### config.mk
export PLATFORM = sky130hd
export DESIGN_NAME = mts_port
export DESIGN_NICKNAME = d
export VERILOG_FILES = /design/src/rtl/mts_pkg.sv /design/src/rtl/mts_port.sv
export VERILOG_INCLUDE_DIRS = /design/src /design/src/rtl
export SDC_FILE = /design/constraint.sdc
export NUM_CORES = 1
export LEC_CHECK = 0
export BUFFER_PORTS_ARGS = -buffer_cell sky130_fd_sc_hd__buf_2
export CAP_MARGIN = 20
export CORE_ASPECT_RATIO = 1.4
export CORE_MARGIN = 2
export CORE_UTILIZATION = 40
export DETAILED_ROUTE_END_ITERATION = 8
export GPL_TIMING_DRIVEN = 0
export PLACE_DENSITY = 0.6
export SLEW_MARGIN = 25
export SYNTH_ARGS = -nofsm -noshare
export SYNTH_HDL_FRONTEND = slang
export SYNTH_SLANG_ARGS = --single-unit
### constraint.sdc
create_clock -name core_clk -period 8.24 [get_ports core_clk]
set_clock_uncertainty 0.2 [all_clocks]
set_input_delay 0 -clock core_clk [delete_from_list [all_inputs] [get_ports core_clk]]
set_output_delay 0 -clock core_clk [all_outputs]
set_load 0.005 [all_outputs]
### src/rtl/mts_map.svh
// Register offsets, field positions and codes of the TDM serial port
`ifndef MTS_MAP_SVH
`define MTS_MAP_SVH
// Register indices on the plain register port
`define MTS_A_CTRL 4'h0
`define MTS_A_TXC 4'h1
`define MTS_A_RATE 4'h2
`define MTS_A_TXD 4'h3
`define MTS_A_RXLO 4'h4
`define MTS_A_RXHI 4'h5
`define MTS_A_STAT 4'h6
`define MTS_A_MASK 4'h7
`define MTS_A_EN0 4'h8
// Control fields
`define MTS_CTRL_EN 0
`define MTS_CTRL_JUST_LO 1
`define MTS_CTRL_JUST_HI 2
`define MTS_TXC_PART 0
`define MTS_TXC_FIG 1
`define MTS_TXC_WL_LO 2
`define MTS_TXC_WL_HI 4
`define MTS_TXC_FRL_LO 5
`define MTS_TXC_FRL_HI 11
`define MTS_RATE_HI 11
// Status bits
`define MTS_ST_TX 0
`define MTS_ST_RX 1
`define MTS_ST_FS 2
`define MTS_ST_W 3
// Word length codes
`define MTS_WL_8 3'h0
`define MTS_WL_12 3'h1
`define MTS_WL_16 3'h2
`define MTS_WL_20 3'h3
`define MTS_WL_24 3'h4
// Justify codes
`define MTS_J_RZERO 2'h0
`define MTS_J_RSIGN 2'h1
// Frame length below which channel 0 transmit events drop
`define MTS_FRL_FULL 7'h7f
`endif

### src/rtl/mts_pkg.sv
// Types shared by the TDM serial port
package mts_pkg;
	typedef enum logic {FR_IDLE, FR_ACTIVE} mts_frame_e;
	typedef logic [6:0] mts_slot_t;
	typedef logic [5:0] mts_bits_t;
endpackage : mts_pkg

### src/rtl/mts_port.sv
// Multichannel TDM serial port: transmit channels, frame sync, receive justify
//
// Contract
// - Justify field picks alignment and fill
// - Right aligned negative word fills sign
// - 20-bit words take sign from bit 15
// - Eight blocks of 16 give 128 channels
// - Partition bit one selects fixed 8-partition
// - Word length code 000b means 8 bits
// - Frame length field is slots minus one
// - Frame period field is clocks minus one
// - Ignore bit drops mid-frame frame syncs
// - Each enabled channel raises DMA and interrupt
// - Short 8-partition frames lose later channel 0
// - Without new data, resend previous word
// - Receiver events unaffected by frame length; here rx events stop when the frame closes
// - Each enable bit enables one channel
// - 2-partition: 32 channels, sync starts first
//
// Chosen here: the strobed register port and the register addresses.
`timescale 1ns/1ps
`include "mts_map.svh"
module mts_port (
	input wire logic core_clk,
	input wire logic rst_b,
	input wire logic clk_en,
	input wire logic [3:0] reg_addr,
	input wire logic [31:0] reg_wdata,
	input wire logic reg_wr,
	input wire logic reg_rd,
	output logic [31:0] reg_rdata,
	input wire logic link_clk,
	input wire logic serial_rx_pin,
	output logic serial_tx_pin,
	output logic serial_tx_oe_b,
	output logic frame_sync_out,
	output logic tx_dma_req,
	output logic rx_dma_req,
	output logic irq
);

	// Word length code to bit count
	function automatic mts_pkg::mts_bits_t word_bits(input logic [2:0] wl);
		case (wl)
			`MTS_WL_8: word_bits = 6'd8;
			`MTS_WL_12: word_bits = 6'd12;
			`MTS_WL_16: word_bits = 6'd16;
			`MTS_WL_20: word_bits = 6'd20;
			`MTS_WL_24: word_bits = 6'd24;
			default: word_bits = 6'd32;
		endcase
	endfunction : word_bits

	// Place a received word in the data registers
	function automatic logic [31:0] justify(input logic [31:0] w, input logic [2:0] wl,
		input logic [1:0] js);
		mts_pkg::mts_bits_t nb;
		logic [31:0] msk;
		logic sgn;
		nb = word_bits(wl);
		msk = (nb == 6'd32) ? 32'hffff_ffff : ((32'h0000_0001 << nb[4:0]) - 32'h0000_0001);
		// Known flaw kept: 20-bit words read the sign from bit 15
		sgn = (wl == `MTS_WL_20) ? w[15] : w[5'(nb - 6'd1)];
		if (js == `MTS_J_RZERO) begin
			justify = w & msk;
		end else if (js == `MTS_J_RSIGN) begin
			justify = sgn ? ((w & msk) | ~msk) : (w & msk);
		end else begin
			justify = (w & msk) << (6'd32 - nb);
		end
	endfunction : justify

	// Software state
	logic ctrl_en_ff;
	logic [1:0] rx_justify_select_ff;
	logic tx_partition_select_ff;
	logic tx_frame_sync_ignore_ff;
	logic [2:0] tx_word_length_ff;
	logic [6:0] tx_frame_length_ff;
	logic [11:0] frame_sync_period_ff;
	logic [31:0] tx_hold_ff;
	logic [31:0] rx_data_ff;
	logic [`MTS_ST_W-1:0] stat_ff;
	logic [`MTS_ST_W-1:0] mask_ff;
	logic [15:0] chan_en_ff [0:7];

	// Link side state
	logic lclk_s1_ff;
	logic lclk_s2_ff;
	logic lclk_s3_ff;
	logic rx_s1_ff;
	logic rx_s2_ff;
	logic [11:0] frame_sync_period_cnt_ff;
	mts_pkg::mts_frame_e frame_ff;
	mts_pkg::mts_slot_t slot_ff;
	logic [4:0] bit_ff;
	logic first_frame_ff;
	logic [31:0] tx_word_ff;
	logic [31:0] rx_shift_ff;

	// Outputs
	logic [31:0] rdata_ff;
	logic tx_pin_ff;
	logic tx_oe_b_ff;
	logic fs_out_ff;
	logic tx_req_ff;
	logic rx_req_ff;
	logic irq_ff;

	logic tick;
	logic fs_pulse;
	logic fs_take;
	logic active_tick;
	mts_pkg::mts_slot_t cur_slot;
	logic [4:0] cur_bit;
	mts_pkg::mts_bits_t nbits;
	logic last_bit;
	logic slot_start;
	logic chan_on;
	logic ch0_drop;
	logic tx_event;
	logic rx_event;
	logic [2:0] blk;
	logic [`MTS_ST_W-1:0] stat_set;
	logic [31:0] rx_word;

	// Link clock crosses in through three flops, the receive pin through two
	always_ff @(posedge core_clk) begin
		if (!rst_b) begin
			lclk_s1_ff <= 1'b0;
			lclk_s2_ff <= 1'b0;
			lclk_s3_ff <= 1'b0;
			rx_s1_ff <= 1'b0;
			rx_s2_ff <= 1'b0;
		end else if (clk_en) begin
			lclk_s1_ff <= link_clk;
			lclk_s2_ff <= lclk_s1_ff;
			lclk_s3_ff <= lclk_s2_ff;
			rx_s1_ff <= serial_rx_pin;
			rx_s2_ff <= rx_s1_ff;
		end
	end

	// Frame timing decode
	always_comb begin
		tick = lclk_s2_ff & ~lclk_s3_ff & ctrl_en_ff;
		fs_pulse = tick && (frame_sync_period_cnt_ff == 12'h000);
		// A sync inside a frame counts only when not ignored
		fs_take = fs_pulse && (frame_ff == mts_pkg::FR_IDLE || !tx_frame_sync_ignore_ff);
		active_tick = tick && (fs_take || frame_ff == mts_pkg::FR_ACTIVE);
		cur_slot = fs_take ? 7'h00 : slot_ff;
		cur_bit = fs_take ? 5'h00 : bit_ff;
		nbits = word_bits(tx_word_length_ff);
		last_bit = ({1'b0, cur_bit} == nbits - 6'd1);
		slot_start = active_tick && (cur_bit == 5'h00);
	end

	// Channel enable lookup: fixed blocks of 16 in 8-partition mode
	always_comb begin
		blk = tx_partition_select_ff ? cur_slot[6:4] : {2'b00, cur_slot[4]};
		chan_on = chan_en_ff[blk][cur_slot[3:0]];
		// Two partitions reach only channels 0 to 31
		if (!tx_partition_select_ff && cur_slot[6:5] != 2'b00) begin
			chan_on = 1'b0;
		end
		// Flaw kept: short 8-partition frames skip channel 0 after the first frame
		ch0_drop = tx_partition_select_ff && (tx_frame_length_ff < `MTS_FRL_FULL)
			&& (cur_slot == 7'h00) && !first_frame_ff;
		tx_event = slot_start && chan_on && !ch0_drop;
		rx_event = active_tick && last_bit;
		rx_word = {rx_shift_ff[30:0], rx_s2_ff};
	end

	// Sample-rate frame sync generator
	always_ff @(posedge core_clk) begin
		if (!rst_b) begin
			frame_sync_period_cnt_ff <= 12'h000;
			fs_out_ff <= 1'b0;
		end else if (clk_en) begin
			if (!ctrl_en_ff) begin
				frame_sync_period_cnt_ff <= 12'h000;
				fs_out_ff <= 1'b0;
			end else if (tick) begin
				fs_out_ff <= fs_pulse;
				frame_sync_period_cnt_ff <= fs_pulse ? frame_sync_period_ff : frame_sync_period_cnt_ff - 12'h001;
			end
		end
	end

	// Slot and bit counters
	always_ff @(posedge core_clk) begin
		if (!rst_b) begin
			frame_ff <= mts_pkg::FR_IDLE;
			slot_ff <= 7'h00;
			bit_ff <= 5'h00;
		end else if (clk_en) begin
			if (!ctrl_en_ff) begin
				frame_ff <= mts_pkg::FR_IDLE;
				slot_ff <= 7'h00;
				bit_ff <= 5'h00;
			end else if (active_tick) begin
				case (frame_ff)
					mts_pkg::FR_IDLE,
					mts_pkg::FR_ACTIVE: begin
						if (last_bit) begin
							bit_ff <= 5'h00;
							slot_ff <= cur_slot + 7'h01;
							// Frame closes after slot count minus one
							frame_ff <= (cur_slot == tx_frame_length_ff) ? mts_pkg::FR_IDLE
								: mts_pkg::FR_ACTIVE;
						end else begin
							bit_ff <= cur_bit + 5'h01;
							frame_ff <= mts_pkg::FR_ACTIVE;
							slot_ff <= cur_slot;
						end
					end
					default: frame_ff <= mts_pkg::FR_IDLE;
				endcase
			end
		end
	end

	// First-frame marker; any later slot 0 opens a new frame, a restarted one too
	always_ff @(posedge core_clk) begin
		if (!rst_b) begin
			first_frame_ff <= 1'b1;
		end else if (clk_en) begin
			if (!ctrl_en_ff) begin
				first_frame_ff <= 1'b1;
			end else if (slot_start && cur_slot == 7'h00) begin
				first_frame_ff <= 1'b0;
			end
		end
	end

	// Transmit shifter; hold register is reused when software wrote nothing
	always_ff @(posedge core_clk) begin
		if (!rst_b) begin
			tx_word_ff <= 32'h0000_0000;
			tx_pin_ff <= 1'b0;
			tx_oe_b_ff <= 1'b1;
		end else if (clk_en) begin
			if (!ctrl_en_ff) begin
				tx_oe_b_ff <= 1'b1;
			end else if (slot_start) begin
				tx_word_ff <= tx_hold_ff;
				tx_pin_ff <= tx_hold_ff[5'(nbits - 6'd1)];
				tx_oe_b_ff <= !chan_on;
			end else if (active_tick) begin
				tx_pin_ff <= tx_word_ff[5'(nbits - 6'd1 - {1'b0, cur_bit})];
			end else if (tick && frame_ff == mts_pkg::FR_IDLE) begin
				tx_oe_b_ff <= 1'b1;
			end
		end
	end

	// Receive shifter and justified data
	always_ff @(posedge core_clk) begin
		if (!rst_b) begin
			rx_shift_ff <= 32'h0000_0000;
			rx_data_ff <= 32'h0000_0000;
		end else if (clk_en) begin
			if (active_tick) begin
				rx_shift_ff <= rx_word;
			end
			if (rx_event) begin
				rx_data_ff <= justify(rx_word, tx_word_length_ff, rx_justify_select_ff);
			end
		end
	end

	// DMA request pulses
	always_ff @(posedge core_clk) begin
		if (!rst_b) begin
			tx_req_ff <= 1'b0;
			rx_req_ff <= 1'b0;
		end else if (clk_en) begin
			tx_req_ff <= tx_event;
			rx_req_ff <= rx_event;
		end
	end

	// Event sources of the status register
	always_comb begin
		stat_set = '0;
		stat_set[`MTS_ST_TX] = tx_event;
		stat_set[`MTS_ST_RX] = rx_event;
		stat_set[`MTS_ST_FS] = fs_take;
	end

	// Sticky status; a new event beats a same-cycle clear
	always_ff @(posedge core_clk) begin
		if (!rst_b) begin
			stat_ff <= '0;
			irq_ff <= 1'b0;
		end else if (clk_en) begin
			if (reg_wr && reg_addr == `MTS_A_STAT) begin
				stat_ff <= (stat_ff & ~reg_wdata[`MTS_ST_W-1:0]) | stat_set;
			end else begin
				stat_ff <= stat_ff | stat_set;
			end
			irq_ff <= |(stat_ff & mask_ff);
		end
	end

	// Register writes
	always_ff @(posedge core_clk) begin
		if (!rst_b) begin
			ctrl_en_ff <= 1'b0;
			rx_justify_select_ff <= `MTS_J_RZERO;
			tx_partition_select_ff <= 1'b0;
			tx_frame_sync_ignore_ff <= 1'b0;
			tx_word_length_ff <= `MTS_WL_8;
			tx_frame_length_ff <= 7'h00;
			frame_sync_period_ff <= 12'h000;
			tx_hold_ff <= 32'h0000_0000;
			mask_ff <= '0;
			for (int i = 0; i < 8; i++) begin
				chan_en_ff[i] <= 16'h0000;
			end
		end else if (clk_en && reg_wr) begin
			case (reg_addr)
				`MTS_A_CTRL: begin
					ctrl_en_ff <= reg_wdata[`MTS_CTRL_EN];
					rx_justify_select_ff <= reg_wdata[`MTS_CTRL_JUST_HI:`MTS_CTRL_JUST_LO];
				end
				`MTS_A_TXC: begin
					tx_partition_select_ff <= reg_wdata[`MTS_TXC_PART];
					tx_frame_sync_ignore_ff <= reg_wdata[`MTS_TXC_FIG];
					tx_word_length_ff <= reg_wdata[`MTS_TXC_WL_HI:`MTS_TXC_WL_LO];
					tx_frame_length_ff <= reg_wdata[`MTS_TXC_FRL_HI:`MTS_TXC_FRL_LO];
				end
				`MTS_A_RATE: frame_sync_period_ff <= reg_wdata[`MTS_RATE_HI:0];
				`MTS_A_TXD: tx_hold_ff <= reg_wdata;
				`MTS_A_MASK: mask_ff <= reg_wdata[`MTS_ST_W-1:0];
				default: begin
					if (reg_addr[3]) begin
						chan_en_ff[reg_addr[2:0]] <= reg_wdata[15:0];
					end
				end
			endcase
		end
	end

	// Register reads, answered one cycle later; unmapped reads zero
	always_ff @(posedge core_clk) begin
		if (!rst_b) begin
			rdata_ff <= 32'h0000_0000;
		end else if (clk_en) begin
			rdata_ff <= 32'h0000_0000;
			if (reg_rd) begin
				case (reg_addr)
					`MTS_A_CTRL: rdata_ff <= {29'h0, rx_justify_select_ff, ctrl_en_ff};
					`MTS_A_TXC: rdata_ff <= {20'h0, tx_frame_length_ff, tx_word_length_ff,
						tx_frame_sync_ignore_ff, tx_partition_select_ff};
					`MTS_A_RATE: rdata_ff <= {20'h0, frame_sync_period_ff};
					`MTS_A_TXD: rdata_ff <= tx_hold_ff;
					`MTS_A_RXLO: rdata_ff <= {16'h0, rx_data_ff[15:0]};
					`MTS_A_RXHI: rdata_ff <= {16'h0, rx_data_ff[31:16]};
					`MTS_A_STAT: rdata_ff <= {29'h0, stat_ff};
					`MTS_A_MASK: rdata_ff <= {29'h0, mask_ff};
					default: begin
						if (reg_addr[3]) begin
							rdata_ff <= {16'h0, chan_en_ff[reg_addr[2:0]]};
						end
					end
				endcase
			end
		end
	end

	assign reg_rdata = rdata_ff;
	assign serial_tx_pin = tx_pin_ff;
	assign serial_tx_oe_b = tx_oe_b_ff;
	assign frame_sync_out = fs_out_ff;
	assign tx_dma_req = tx_req_ff;
	assign rx_dma_req = rx_req_ff;
	assign irq = irq_ff;

endmodule : mts_port

# Word level (Yosys, flattened, before mapping)
# Memory sizes are Yosys's and may differ from the RTL's.
# Index checks and enable logic that the tools add are counted.
[totals]
ff_bits = 229
ram_bits = 128
out_inout_bits = 38
wordCells = 181
memories = 1
[op_classes]
addsub = 8
order_cmp = 5
eq_ne = 20
shifts = 2
muxes = 57
n_bitwise = 12
reduce_logical = 46
[mem_list]
columns = ["name", "depth", "word_bits", "rd", "rd_ports_with_merged_regs", "wr", "line_no", "rtl"]
rows = [
  ["chan_en_ff", 8, 16, 2, 0, 8, "mts_port.sv:85", "logic [15:0] chan_en_ff [0:7];"],
]
[ops]
columns = ["cell", "n"]
rows = [
  ["$pmux 32 s8", 1],
  ["$mux 32", 5],
  ["$mux 12", 3],
  ["$and 32x32->32", 1],
  ["$mux 16", 2],
  ["$not 32->32", 1],
  ["$or 32x32->32", 1],
  ["$shl 1x5->32 const A", 1],
  ["$shl 32x6->32", 1],
  ["$sub 32x1->32 const B", 1],
  ["$pmux 6 s5", 1],
  ["$mux 7", 4],
  ["$mux 1", 27],
  ["$mux 5", 4],
  ["$reduce_and 2->1", 10],
  ["$lt 5x6->1 const B", 3],
  ["$mux 6", 3],
  ["$eq 4x3->1 const B", 4],
  ["$reduce_or 16->1", 1],
  ["$bmux 1 s5", 3],
  ["$logic_and 1x1->1", 15],
  ["$logic_not 12->1", 1],
  ["$sub 12x1->12 const B", 1],
  ["$mux 3", 3],
  ["37 further kinds", 53],
]

# Logic depth before layout (Yosys ltp)
[logic_depth]
word_depth = 19
depth_mapped = 18
ltp_nobuf = 14

# Least setup slack after synthesis
# OpenSTA, ideal clock, no wires.
[synth_path]
kind = "register to register"
start = "register tx_word_length_ff[0]"
end = "register rx_data_ff[28]"
arrival_time_ns = 3.742
slack_ns = 4.181
path_stages_with_launch = 18
path_buffers = 4
synth_period_minus_slack_ns = 4.059
path_cell_list = "dfxtp_1 -> nor2b_1 -> clkbuf_1 -> inv_2 -> buf_1 -> clkbuf_1 -> ha_1 -> ha_1 -> inv_1 -> ha_1 -> clkbuf_1 -> or3b_2 -> a21oi_1 -> nor3b_1 -> a22oi_1 -> a21oi_1 -> a221o_1 -> a32o_1"
[synth_between]
elab_chain_len = 13
[synth_lines]
columns = ["item", "line_no", "rtl"]
rows = [
  ["start, declared", "mts_port.sv:78", "logic [2:0] tx_word_length_ff;"],
  ["start signal, assigned", "mts_port.sv:313", "tx_word_length_ff <= `MTS_WL_8;"],
  ["start signal, assigned", "mts_port.sv:330", "tx_word_length_ff <= reg_wdata[`MTS_TXC_WL_HI:`MTS_TXC_WL_LO];"],
  ["branches (longest 13 deep; another with $sub 32x1->32)", "-", ""],
  ["end signal, assigned", "mts_port.sv:267", "rx_data_ff <= justify(rx_word, tx_word_length_ff, rx_justify_select_ff);"],
  ["end, declared", "mts_port.sv:82", "logic [31:0] rx_data_ff;"],
]
# Parallel ways; which one is timed is not known. The select of a mux whose other input is x is not followed.
# A chain may end at the register's enable or synchronous reset.

# Worst setup path in the final report
[layout_path]
start = "register tx_word_length_ff[2]"
end = "register rx_data_ff[8]"
# Same word-level chain as after synthesis.

==> out/qor.txt <==
worst hold start - link_clk
initial antenna violation count - 2
CORE AREA - 47200 um^2
Num Clock Sinks - 357
Clock Pin Slew Worst Setup and Hold Paths - 60 ps
antenna cells - 0
GRT Util Overall - 34.1%
Final GP Congestion - 1.03
grt total ovfl - 0
Power Density - 183 nW/um^2
Slew headroom - 22.7%
ys flop type - dfxtp_1
# rows - 94
Avg WL per Cell - 29.1 um
Slew @ Worst Pin - 1160 ps
Die Height - 263 um
Synth top area share - 24.0%
most common cell in the netlist - nand2_1
ratio of cells with drive above 1 in the final layout - 10.9%
final instance count without filler cells - 2955
Fin Hold WS - 5.31 ps
DRT iter0 DRCs - 1913
Initial Utilization - 40.5%
Yosys cell types - 82
number of gates resized after cts - 0
CTS buffer count - 39
max-cap violations - 0
Post-CTS Setup Inserts - 0
Final HPWL DP - 64.7 mm
synth top area cells - dfxtp_1 (24%), edfxtp_1 (20%), nand2_1 (6.6%)
Hold Path Class - in -> reg
Synth-to-Final Area Change - 16.3%
largest net degree at the start of global routing - 17
final net count - 2359
DRC viols - 0
io pins - 81
vias in the first global route - 18300
maximum VDD drop - 0.141 mV
syn avg cell area - 8.96 um^2
crit path from - tx_word_length_ff[2]
R2R Path Start - tx_word_length_ff[2]
Critical Path End Type - register
Synth Register Bits - 357
total power - 4.07 mW
Via-to-Cell Ratio - 6.28
fin crit share - 72.6%
Pre-antenna DRT Iters - 6
placed insts - 2840
via count - 18500
DP Worst Slack - 2470 ps
status - complete, no violations
WL final - 85.9 mm
Cells after Synth - 2133
Die ar. - 49600 um^2
Final Hold Fails - 0
Reg2Reg Depth - 18
critical path type - reg -> reg
post-route setup slack - 2260 ps
Achievable Freq - 167 MHz
post-synth top area cell - dfxtp_1
clk buf depth - 3
CTS root buffer - clkbuf_16
IO buf count - 76
Synth top cells by count - nand2_1 (335), dfxtp_1 (229), a21oi_1 (214)
yosys warns - 0
Post-DRT Antenna Nets - 0
Post-Synthesis Cell Area - 19100 um^2
Async S/R FF share, synth - 0%
critical path data arrival time - 6220 ps
post-synthesis sequential area ratio - 44.1%
syn nets - 2191
min Tclk post-route - 5980 ps
final setup fails - 0
# hold bufs at CTS - 44
first-pass GRT wire length - 123 mm
WP data required - 8480 ps
leakage - 7.92 nW
RSZ-0062 raised after global routing - false
crit-path max FO - 12
Setup TNS Final - 0 ps
EDFF count, synth - 128
Die Wd - 189 um
TritonCTS clock tree - yes
hold depth - 4
H-tree levels - 2
Worst setup SP type - register
clk_lat worst skew - 590 ps
fin. max-slew vios - 0
metal layers:
layer,global-route usage (%),vias to the layer above,routed length (um)
met2,58.4,1106,41500
met5,0,-,0
met4,28.4,0,8700
li1,-,8116,-
met3,5.70,408,6000
met1,36.7,8917,29600
report_power, final:
group	internal (mW)	leakage (nW)	switching [mW]
clock	1.10	0.654	0.778
sequential	1.87	3.06	0.0306
combinational	0.0999	4.21	0.200
total	3.06	7.92	1.01
metrics by stage:
| step | utilization (%) | area (um^2) |
|---|---|---|
| after floorplan | - | 19100 |
| after detailed placement | 43.4 | 20500 |
| after global placement | 43.0 | 20300 |
| final | 47.2 | 22200 |
| after CTS | 47.1 | 22200 |
| after global routing | 47.2 | 22200 |
critical path: stages (launching register included):
cell	delay, ps
dfxtp_1	440
nor2b_1	70
clkbuf_1	230
inv_2	310
buf_1	610
clkbuf_1	760
ha_1	340
ha_1	240
inv_1	80
ha_1	170
clkbuf_1	230
or3b_2	490
a21oi_1	230
nor3b_1	170
a21o_1	240
a32oi_1	510
o21ai_0	180
o31ai_1	170
o22ai_1	150
area by class of cell:
| cell class | count | area, um^2 |
|---|---|---|
| inverter | 29 | 109 |
| buffer | 187 | 733 |
| multi-input combinational | 1560 | 9930 |
| clock buffer | 48 | 1050 |
| clock inverter | 23 | 292 |
| sequential | 357 | 8430 |
| fill | 4607 | 24900 |
| tap | 624 | 781 |
| timing repair buffer | 127 | 917 |
cell families after synthesis:
group / after synthesis / synth area share [%]
simple gates: 849 / 21.5
xor+xnor: 12 / 0.550
compound gates: 552 / 18.5
mux: 132 / 10.1
buf+inv: 216 / 4.38
fa+ha+maj: 15 / 0.982
flops: 357 / 44.1
path summary, 6_finish.rpt:
check                    to  slack, ps
max           rx_data_ff[8]       2260
min              lclk_s1_ff          5
max reg2reg   rx_data_ff[8]       2260
min reg2reg  tx_word_ff[29]        250
registers in the layout, indices dropped and copies added (netlist names), 12 cells and up:
| name | count |
|---|---|
| rx_shift_ff | 31 |
| tx_word_ff | 32 |
| tx_hold_ff | 32 |
| frame_sync_period_cnt_ff | 12 |
| rx_data_ff | 32 |
| reg_rdata | 32 |
| frame_sync_period_ff | 12 |
| chan_en_ff | 128 |
layout by cell type, fill, tap and decap left out, drive strengths merged, types with 9 or more instances in the layout:
| master | count |
|---|---|
| dlygate4sd3 | 44 |
| xnor2 | 10 |
| edfxtp | 128 |
| o21ai | 87 |
| ha | 15 |
| inv | 28 |
| o211ai | 13 |
| a211oi | 39 |
| a21oi | 214 |
| o22ai | 13 |
| nor3 | 35 |
| a31oi | 27 |
| a211o | 9 |
| clkinv | 15 |
| o221ai | 9 |
| o31ai | 14 |
| dfxtp | 229 |
| mux4 | 48 |
| nor2b | 27 |
| nand2b | 30 |
| nand2 | 335 |
| nand3 | 38 |
| clkbuf | 210 |
| buf | 108 |
| and2 | 79 |
| and3 | 75 |
| nand4 | 18 |
| a221oi | 9 |
| mux2i | 78 |
| nor2 | 160 |
| a22oi | 24 |
No activity file was read; power rests on OpenSTA's default activity.
